## src/logic/pcs_pkg.sv

```systemverilog
package pcs_pkg;

	// Reference clock and the lamp flash and touch-down timings.
	localparam int unsigned CLK_HZ        = 25_000_000;
	localparam int unsigned CYC_PER_MS    = CLK_HZ / 1000;
	localparam int unsigned SLOW_HALF_MS  = 500;
	localparam int unsigned FAST_HALF_MS  = 125;
	localparam int unsigned TOUCH_MS      = 2000;
	localparam int unsigned SLOW_HALF_CYC = SLOW_HALF_MS * CYC_PER_MS;
	localparam int unsigned FAST_HALF_CYC = FAST_HALF_MS * CYC_PER_MS;
	localparam int unsigned TOUCH_CYC     = TOUCH_MS * CYC_PER_MS;
	localparam int unsigned CNT_W         = 26;
	// Last initialization count; the four cycles spent are long enough to fill the synchronisers.
	localparam logic [1:0]  INIT_CYC      = 2'h3;
	// Reset values of the outputs that are not zero.
	localparam logic        PURGE_RST     = 1'b1;

	typedef enum logic [2:0] {
		ST_INIT,
		ST_GUARD,
		ST_READY,
		ST_ACCEL,
		ST_NORMAL,
		ST_DECEL,
		ST_FAILED
	} pcs_state_e;

	// Inputs from the panel, the control plug and the pump side.
	typedef struct packed {
		logic start_key;
		logic stop_key;
		logic remote_select_input_n;
		logic remote_start_input_n;
		logic mains_ok;
		logic supplies_ok;
		logic comm_session;
		logic touchdown;
		logic fault;
		logic warn;
		logic at_setpoint;
		logic standstill;
		logic tms_fitted;
		logic backing_fitted;
	} pcs_pins_s;

	typedef struct packed {
		logic status_green;
		logic status_red;
		logic main_green;
		logic com_green;
	} pcs_lamp_s;

	typedef struct packed {
		logic heater;
		logic backing;
		logic purge_valve;
		logic motor_run;
		logic braking;
	} pcs_act_s;

	typedef struct packed {
		pcs_pins_s              s1;
		pcs_pins_s              s2;
		logic                   start_prev;
		logic                   stop_prev;
		pcs_state_e             st;
		logic                   second_ack;
		logic [1:0]             init_cnt;
		logic [CNT_W-1:0]       slow_cnt;
		logic [CNT_W-1:0]       fast_cnt;
		logic [CNT_W-1:0]       td_cnt;
		logic                   slow_ph;
		logic                   fast_ph;
		pcs_lamp_s              lamp;
		pcs_act_s               act;
	} pcs_core_s;

endpackage : pcs_pkg

```

## src/logic/pcs_status_ctrl.sv

```systemverilog
`timescale 1ns/10ps
// Overview of operation
// - run-up shows slow green flash
// - normal operation shows steady green
// - deceleration or buffering shows fast green flash
// - standstill switches status lamp off
// - main lamp green with power and supplies
// - main lamp flashes during kinetic buffering
// - communication lamp lit during serial session
// - select open: panel keys command pump
// - select grounded: remote start level commands
// - select and start inputs active low
// - continuous touch-down running shuts pump down
// - heater switched on at power-on if fitted
// - backing pump switched on at power-on if fitted
// - purge gas valve held open by default
// - stop command begins deceleration
// - stop key acknowledges removed failure
// - acceleration until setpoint, then normal operation
// - power-on hold, ready when nothing pending
// - after acknowledge, second acknowledge reaches ready
module pcs_status_ctrl #(
	parameter int unsigned SLOW_HALF = pcs_pkg::SLOW_HALF_CYC, // Slow flash
	parameter int unsigned FAST_HALF = pcs_pkg::FAST_HALF_CYC, // Fast flash
	parameter int unsigned TOUCH_LIM = pcs_pkg::TOUCH_CYC      // Touch-down
) (
	input  wire logic               ref_clk_i, // 25 MHz clock
	input  wire logic               rst_n_i,   // Synchronous reset
	input  wire logic               ce_i,      // Clock enable
	input  wire pcs_pkg::pcs_pins_s pins_i,    // Asynchronous inputs
	output pcs_pkg::pcs_state_e     state_o,   // Operating state
	output pcs_pkg::pcs_lamp_s      lamps_o,   // Front lamps
	output pcs_pkg::pcs_act_s       act_o      // Pump side actuators
);
	import pcs_pkg::*;

	pcs_core_s q;
	pcs_core_s d;
	pcs_pins_s p;
	logic      remote;
	logic      start_ev;
	logic      stop_ev;
	logic      run_cmd;
	logic      stop_cmd;
	logic      td_trip;
	logic      fail_now;
	logic      rotating;

	function automatic logic is_running(input pcs_state_e s);
		is_running = (s == ST_ACCEL) || (s == ST_NORMAL);
	endfunction : is_running

	assign p        = q.s2;
	// Ground on the select input chooses the plug over the keys.
	assign remote   = ~p.remote_select_input_n;
	assign start_ev = p.start_key & ~q.start_prev;
	assign stop_ev  = p.stop_key & ~q.stop_prev;
	// Remote start is a level: closed runs, open stops.
	assign run_cmd  = remote ? ~p.remote_start_input_n : start_ev;
	assign stop_cmd = remote ? p.remote_start_input_n : stop_ev;
	assign td_trip  = (q.td_cnt == CNT_W'(TOUCH_LIM - 1));
	assign fail_now = p.fault | td_trip;
	assign rotating = is_running(q.st) | (q.st == ST_DECEL);

	always_comb begin
		d = q;
		d.s1 = pins_i;
		d.s2 = q.s1;
		d.start_prev = p.start_key;
		d.stop_prev = p.stop_key;

		if (q.slow_cnt == CNT_W'(SLOW_HALF - 1)) begin
			d.slow_cnt = '0;
			d.slow_ph = ~q.slow_ph;
		end else begin
			d.slow_cnt = q.slow_cnt + CNT_W'(1);
		end
		if (q.fast_cnt == CNT_W'(FAST_HALF - 1)) begin
			d.fast_cnt = '0;
			d.fast_ph = ~q.fast_ph;
		end else begin
			d.fast_cnt = q.fast_cnt + CNT_W'(1);
		end

		// Brief shock contacts are tolerated; only a sustained run trips.
		if (p.touchdown && is_running(q.st) && !td_trip) begin
			d.td_cnt = q.td_cnt + CNT_W'(1);
		end else if (!p.touchdown || !is_running(q.st)) begin
			d.td_cnt = '0;
		end

		case (q.st)
			ST_INIT: begin
				d.init_cnt = q.init_cnt + 2'h1;
				if (q.init_cnt == INIT_CYC) begin
					d.act.heater = p.tms_fitted;
					d.act.backing = p.backing_fitted;
					d.st = ST_GUARD;
				end
			end
			ST_GUARD: begin
				if (q.second_ack) begin
					if (stop_ev && !p.fault) begin
						d.second_ack = 1'b0;
					end
				end else if (!p.fault && !p.warn) begin
					d.st = ST_READY;
				end
			end
			ST_READY: begin
				if (p.fault) begin
					d.st = ST_FAILED;
				end else if (run_cmd) begin
					d.st = ST_ACCEL;
				end
			end
			ST_ACCEL, ST_NORMAL: begin
				if (fail_now) begin
					d.st = ST_FAILED;
				end else if (stop_cmd || !p.mains_ok) begin
					d.st = ST_DECEL;
				end else if (q.st == ST_ACCEL && p.at_setpoint) begin
					d.st = ST_NORMAL;
				end
			end
			ST_DECEL: begin
				if (p.fault) begin
					d.st = ST_FAILED;
				end else if (p.standstill) begin
					d.st = ST_READY;
				end
			end
			ST_FAILED: begin
				if (stop_ev && !p.fault) begin
					d.st = ST_GUARD;
					d.second_ack = 1'b1;
				end
			end
			default: begin
				d.st = ST_INIT;
			end
		endcase

		d.act.purge_valve = PURGE_RST;
		d.act.motor_run = is_running(d.st);
		d.act.braking = (d.st == ST_DECEL);

		// Lamps follow the next state so they change with state_o.
		d.lamp.status_red = 1'b0;
		d.lamp.status_green = 1'b0;
		if (d.st == ST_FAILED) begin
			d.lamp.status_red = 1'b1;
		end else if (p.warn && d.st != ST_INIT) begin
			d.lamp.status_red = d.slow_ph;
		end else begin
			case (d.st)
				ST_ACCEL:  d.lamp.status_green = d.slow_ph;
				ST_NORMAL: d.lamp.status_green = 1'b1;
				ST_DECEL:  d.lamp.status_green = d.fast_ph;
				default:   d.lamp.status_green = 1'b0;
			endcase
		end
		if (p.mains_ok && p.supplies_ok) begin
			d.lamp.main_green = 1'b1;
		end else if (p.supplies_ok && rotating) begin
			d.lamp.main_green = d.fast_ph;
		end else begin
			d.lamp.main_green = 1'b0;
		end
		d.lamp.com_green = p.comm_session;
	end

	always_ff @(posedge ref_clk_i) begin
		if (!rst_n_i) begin
			q <= '0;
			q.st <= ST_INIT;
			q.act.purge_valve <= PURGE_RST;
		end else if (ce_i) begin
			q <= d;
		end
	end

	assign state_o = q.st;
	assign lamps_o = q.lamp;
	assign act_o   = q.act;
endmodule : pcs_status_ctrl

```

## config.mk

```make
export PLATFORM = sky130hd
export DESIGN_NAME = pcs_status_ctrl
export DESIGN_NICKNAME = d
export VERILOG_FILES = /design/src/logic/pcs_pkg.sv /design/src/logic/pcs_status_ctrl.sv
export SDC_FILE = /design/constraint.sdc
export NUM_CORES = 1
export LEC_CHECK = 0
export ABC_AREA = 1
export ABC_CLOCK_PERIOD_IN_PS = 2250
export BUFFER_PORTS_ARGS = -buffer_cell sky130_fd_sc_hd__buf_2
export CORE_ASPECT_RATIO = 2
export CORE_MARGIN = 2
export CORE_UTILIZATION = 25
export DETAILED_ROUTE_END_ITERATION = 16
export GPL_TIMING_DRIVEN = 0
export PLACE_DENSITY_LB_ADDON = 0.1
export SLEW_MARGIN = 10
export SYNTH_ARGS = -nofsm -noshare
export SYNTH_HDL_FRONTEND = slang
export SYNTH_SLANG_ARGS = --single-unit
```

## constraint.sdc

```tcl
create_clock -name ref_clk_i -period 2.25 [get_ports ref_clk_i]
set_input_delay 0.225 -clock ref_clk_i [delete_from_list [all_inputs] [get_ports ref_clk_i]]
set_output_delay 0.225 -clock ref_clk_i [all_outputs]
set_load 0.05 [all_outputs]
```

**Yosys cells after proc, flatten, opt, wreduce, memory -nomap -nowiden**

Cells that the tools add are included.

- Bitwise logic cells: 9
- Reduce and logical (&&, ||, !) cells: 27
- Add/subtract/negate cells: 4
- Muxes and demuxes: 30
- Equal/unequal tests: 15

Operators with widths:

| kind | number |
|---|---|
| $mux W26 | 4 |
| $add A26 B1 Y26 const B | 3 |
| $mux W3 | 10 |
| $eq A26 B22 Y1 const B | 1 |
| $eq A26 B24 Y1 const B | 1 |
| $eq A26 B26 Y1 const B | 1 |
| $eq A3 B3 Y1 const B | 6 |
| $pmux W3 S6 | 1 |
| $mux W1 | 12 |
| $eq A3 B2 Y1 const B | 3 |
| $logic_and A1 B1 Y1 | 8 |
| $logic_not A1 Y1 | 6 |
| $reduce_and A3 Y1 | 2 |
| $not A1 Y1 | 5 |
| $logic_or A1 B1 Y1 | 4 |
| $mux W4 | 1 |
| $reduce_and A2 Y1 | 2 |
| $reduce_bool A2 Y1 | 2 |
| $eq A3 B1 Y1 const B | 1 |
| $logic_not A3 Y1 | 1 |
| $pmux W1 S3 | 1 |
| $reduce_bool A3 Y1 | 1 |
| $add A2 B1 Y2 const B | 1 |
| $and A1 B1 Y1 | 2 |
| 5 further kinds | 6 |

- Input bits: 17
- Bits in registers: 124
- Output and inout bits: 12
- Logic and storage cells: 131

**Logic depth before layout (Yosys ltp)**

- Depth in word-level cells: 11
- Gate-level depth with buffers: 14
- Gate-level depth less buffers: 14

**Least setup slack after synthesis**

OpenSTA, ideal clock, no wires.

- Path type: reg2reg
- From: reg q[37] (netlist name)
- To: reg q[59] (netlist name)
- Path slack: 0.553 ns
- Buffers on the path: 0
- Data arrival time: 1.578 ns
- Clock period less this slack: 1.697 ns
- Library setup time: 0.119 ns
- Required time: 2.131 ns
- Cell stages (with the launch flop): 11
- Cell sequence: dfxtp_1 ha_1 nand3_2 nor2_4 nand4_1 nor2_2 nand4_2 nor2_4 nand4_1 o21ai_0 a21oi_1

- Longest elaborated chain between the ends: 2
- Elaborated cells between the ends (all ways): 3
- Classes of those cells: add/sub: 1; eq/ne: 1; mux: 1

Ends and longest elaborated chain:

| element | line | source |
|---|---|---|
| start: declaration | pcs_status_ctrl.sv:37 | `pcs_core_s q;` |
| $add A26 B1 Y26 / $eq A26 B22 Y1 (equally long branches) | pcs_status_ctrl.sv:82, pcs_status_ctrl.sv:78 |  |
| $mux W26 (*) | pcs_status_ctrl.sv:78 | `if (q.fast_cnt == CNT_W'(FAST_HALF - 1)) begin` |

Every way passes the cells marked *; elsewhere a longest branch is shown, timed or not.
A chain may end at the register's enable or synchronous reset.

**Worst setup path after layout**

- From: reg q[71] (netlist name)
- To: reg q[84] (netlist name)

- Longest elaborated chain between the ends: 2
- Elaborated cells between the ends (all ways): 3
- Classes of those cells: add/sub: 1; eq/ne: 1; mux: 1

Ends and longest elaborated chain:

| element | line | source |
|---|---|---|
| $add A26 B1 Y26 / $eq A26 B24 Y1 (equally long branches) | pcs_status_ctrl.sv:76, pcs_status_ctrl.sv:72 |  |
| $mux W26 (*) | pcs_status_ctrl.sv:72 | `if (q.slow_cnt == CNT_W'(SLOW_HALF - 1)) begin` |

Marked as above.

==> parameters.txt <==
Parameter                              Value

Yosys
  Sequential element share of the synthesized area ... 40.1%
  Fraction of post-synthesis cell area in the top cell type by area ... 40.1%
  Synthesized area ... 6180 µm²
  Post-synthesis area per instance ... 6.96 µm²
  Cells after Synth ... 889
  Mapped Nets ... 910
  Most area-consuming cells after synthesis ... sky130_fd_sc_hd__dfxtp_1, sky130_fd_sc_hd__nand2_1, sky130_fd_sc_hd__nor2_1, sky130_fd_sc_hd__inv_1, sky130_fd_sc_hd__o21ai_0
  Number of warnings issued by yosys ... 0
  Total of flip-flops plus latches after synthesis ... 124
  Count of distinct cell types in the synthesized netlist ... 47
  Top cell type by total area after synthesis ... sky130_fd_sc_hd__dfxtp_1

Placed design
  GPL Wtd Cong ... 0.795
  HPWL after DPL ... 14300 µm
  Port buffer count ... 26
  Placed standard-cell area ... 6730 µm²
  Post-placement cell count ... 1247

Route
  Initial DRC Count ... 165
  Pre-Repair DR Iteration Count ... 4
  Count of vias placed by the detailed router ... 5751
  Remaining design rule violation count ... 0
  WL/cell ... 14.3 µm
  Post-route ant nets ... 0
  Via-per-instance ratio ... 4.47
  WL final ... 18400 µm

Timing
  Fmax ... 480 MHz
  Final worst-path cycle share ... 92.6%
  Fin Clk Skew ... 0.00562 ns
  Setup TNS Final ... 0 ns
  Actual transition at the worst max-transition pin ... 0.683 ns
  Hold violation count in the final report ... 0
  Max-slew violations ... 0
  Time the worst path needs with I/O delays and setup ... 2.08 ns
  Count of final setup violators ... 0
  Worst hold margin ... 0.0176 ns
  Slew margin rel. ... 54.5%

Setup path
  Top fanout value on the critical path ... 4
  Required @ worst endpoint ... 2.58 ns
  Category of the critical setup timing path ... register to register
  Cell Chain, Critical Path ... nand2_1 -> nor2_1 -> inv_1 -> nor2_2 -> nand4_1 -> nor3_4 -> nand3_1 -> o21ai_0 -> a21oi_1
  Critical path endpoint category ... register
  Slowest CP cell ... sky130_fd_sc_hd__dfxtp_1
  Arr. time, crit path ... 2.41 ns
  Kind of start point of the critical path ... register
  Family with the most delay on the worst path ... simple AND/OR/NAND/NOR gates
  Maximum single-stage delay on the critical path ... 0.46 ns
  Count of buffering cells on the critical path with inverters included ... 1

Clock network
  Number of clock sinks seen by CTS ... 124
  Clock transition at path regs ... 0.06 ns
  Clock root buffer master ... sky130_fd_sc_hd__clkbuf_16
  Clock buffer count from CTS ... 17
  CTS H-Tree Depth ... 4
  Buffer levels on the longest clock path ... 2
  Worst-Skew Late Latency ... 0.44 ns
  CTS tree ... yes

Floorplan
  Core Rows ... 81
  Core box area ... 24400 µm²
  Height of the chip ... 226 µm
  I/O Pins ... 29
  Overall die width ... 115 µm
  Die Area ... 26100 µm²
  Initial Util ... 25.3%

GRT
  Total routing resource utilization after global routing ... 15.3%
  Overflow left after global routing ... 0
  Maximum number of pins on one net before global-route repair ... 17
  Antenna violations before repair ... 0
  Number of global-route vias before repair ... 5843
  First-pass GRT wire length ... 29700 µm

Power and ir drop
  Power density normalized to cell area ... 765 nW/µm²
  Overall power consumption ... 5730 µW
  Static Leak ... 0.00277 µW
  Worst vdd rail ir drop ... 0.434 mV

Min path
  Worst min-delay path category ... primary input to register

Finish
  Top library cells by usage in the layout, fill and taps aside ... sky130_fd_sc_hd__nand2_1, sky130_fd_sc_hd__nor2_1, sky130_fd_sc_hd__dfxtp_1, sky130_fd_sc_hd__inv_1, sky130_fd_sc_hd__o21ai_0
  Final cell count without fillers ... 1286
  Fraction of layout instances using a drive strength above 1 ... 13.3%
  Most common library cell in the layout ignoring fill and taps ... sky130_fd_sc_hd__nand2_1
  Net count, final ... 963
  Synth-to-Final Area Change ... 21.1%
  Finished Cell Area ... 7490 µm²
  Diodes inserted ... 0

Outcome
  Result of the run ... completed

Job
  Max-cap violation count ... 0
[final timing paths]
check | from | slack, ns | endpoint | depth (start not counted)
setup / recovery | q[71]$_SDFFE_PN0P_ | 0.17 | q[84]$_SDFFE_PN0P_ | 9
hold / removal | pins_i[7] | 0.02 | d[104]$_SDFFE_PN0P_ | 3
setup reg to reg | q[71]$_SDFFE_PN0P_ | 0.17 | q[84]$_SDFFE_PN0P_ | 9
hold reg to reg | act_o[4]$_SDFFE_PN0P_ | 0.45 | act_o[4]$_SDFFE_PN0P_ | 2
[metal layers]
layer / up-vias / share of wire, % / GRT usage [%]
li1: 3014 / - / -
met1: 2650 / 36 / 13.5
met2: 55 / 59 / 30.8
met3: 32 / 1.8 / 3.18
met4: 0 / 3.7 / 8.20
met5: - / 0 / 0
[report_power, final]
part | total (µW) | switching (µW) | internal (µW)
combinational | 406 | 277 | 129
clock | 3020 | 1000 | 2020
sequential | 2300 | 46.0 | 2260
total | 5730 | 1330 | 4410
[Yosys cell counts (all sizes together)]
library cell	count
or2	1
nor3	42
xor2	13
nand2	155
xnor2	4
clkinv	1
clkbuf	14
a221oi	1
a41oi	1
o21ai	72
nand3	49
ha	4
nor4	10
a21oi	66
a311oi	1
dfxtp	124
nor3b	5
nand3b	3
conb	1
a2bb2oi	1
nor2b	1
nand4	27
o21a	5
nor2	155
a31oi	4
a211oi	4
buf	20
inv	105
[cell families after synthesis]
| group | synth area share (%) |
|---|---|
| AND/OR/NAND/NOR | 33.2 |
| buffers and inverters | 9.59 |
| flip-flops | 40.1 |
| other | 0.0606 |
| XOR/XNOR | 2.41 |
| AO/OA/AOI/OAI | 13.7 |
| adder cells (fa/ha/maj) | 0.809 |
[sequential cells by signal (all words and copies together), names as in the netlist]
signal,cells
lamps_o,4
state_o,3
p,11
act_o,4
d,17
q,85
[layout make-up]
class	count	area, µm²
buffer	34	190
clock buffer	25	515
clock inverter	6	130
fill	2736	16900
inverter	106	403
multi-input combinational	625	3150
sequential	124	2490
tap	332	415
timing repair buffer	34	205
[metrics by stage]
stage	utilization, %	worst slack, ns
finish	30.7	0.167
global placement	27.5	0.0132
global route	30.7	-0.00475
detailed placement	27.5	0.0212
CTS	30.4	0.0147
floorplan	-	0.553
[worst min-delay path: stages]
cell	delay, ns
sky130_fd_sc_hd__buf_2	0.08
sky130_fd_sc_hd__nor2_1	0.04
sky130_fd_sc_hd__nor2_1	0.08
[what timing repair did]
action                                 4_1_cts  5_1_grt
gates resized for setup                      0       11
endpoints found under the hold margin        6        0
setup buffers                                0        2
setup endpoints to repair                    0       14
hold buffers                                 6        0
(Power assumes the default switching activity.)
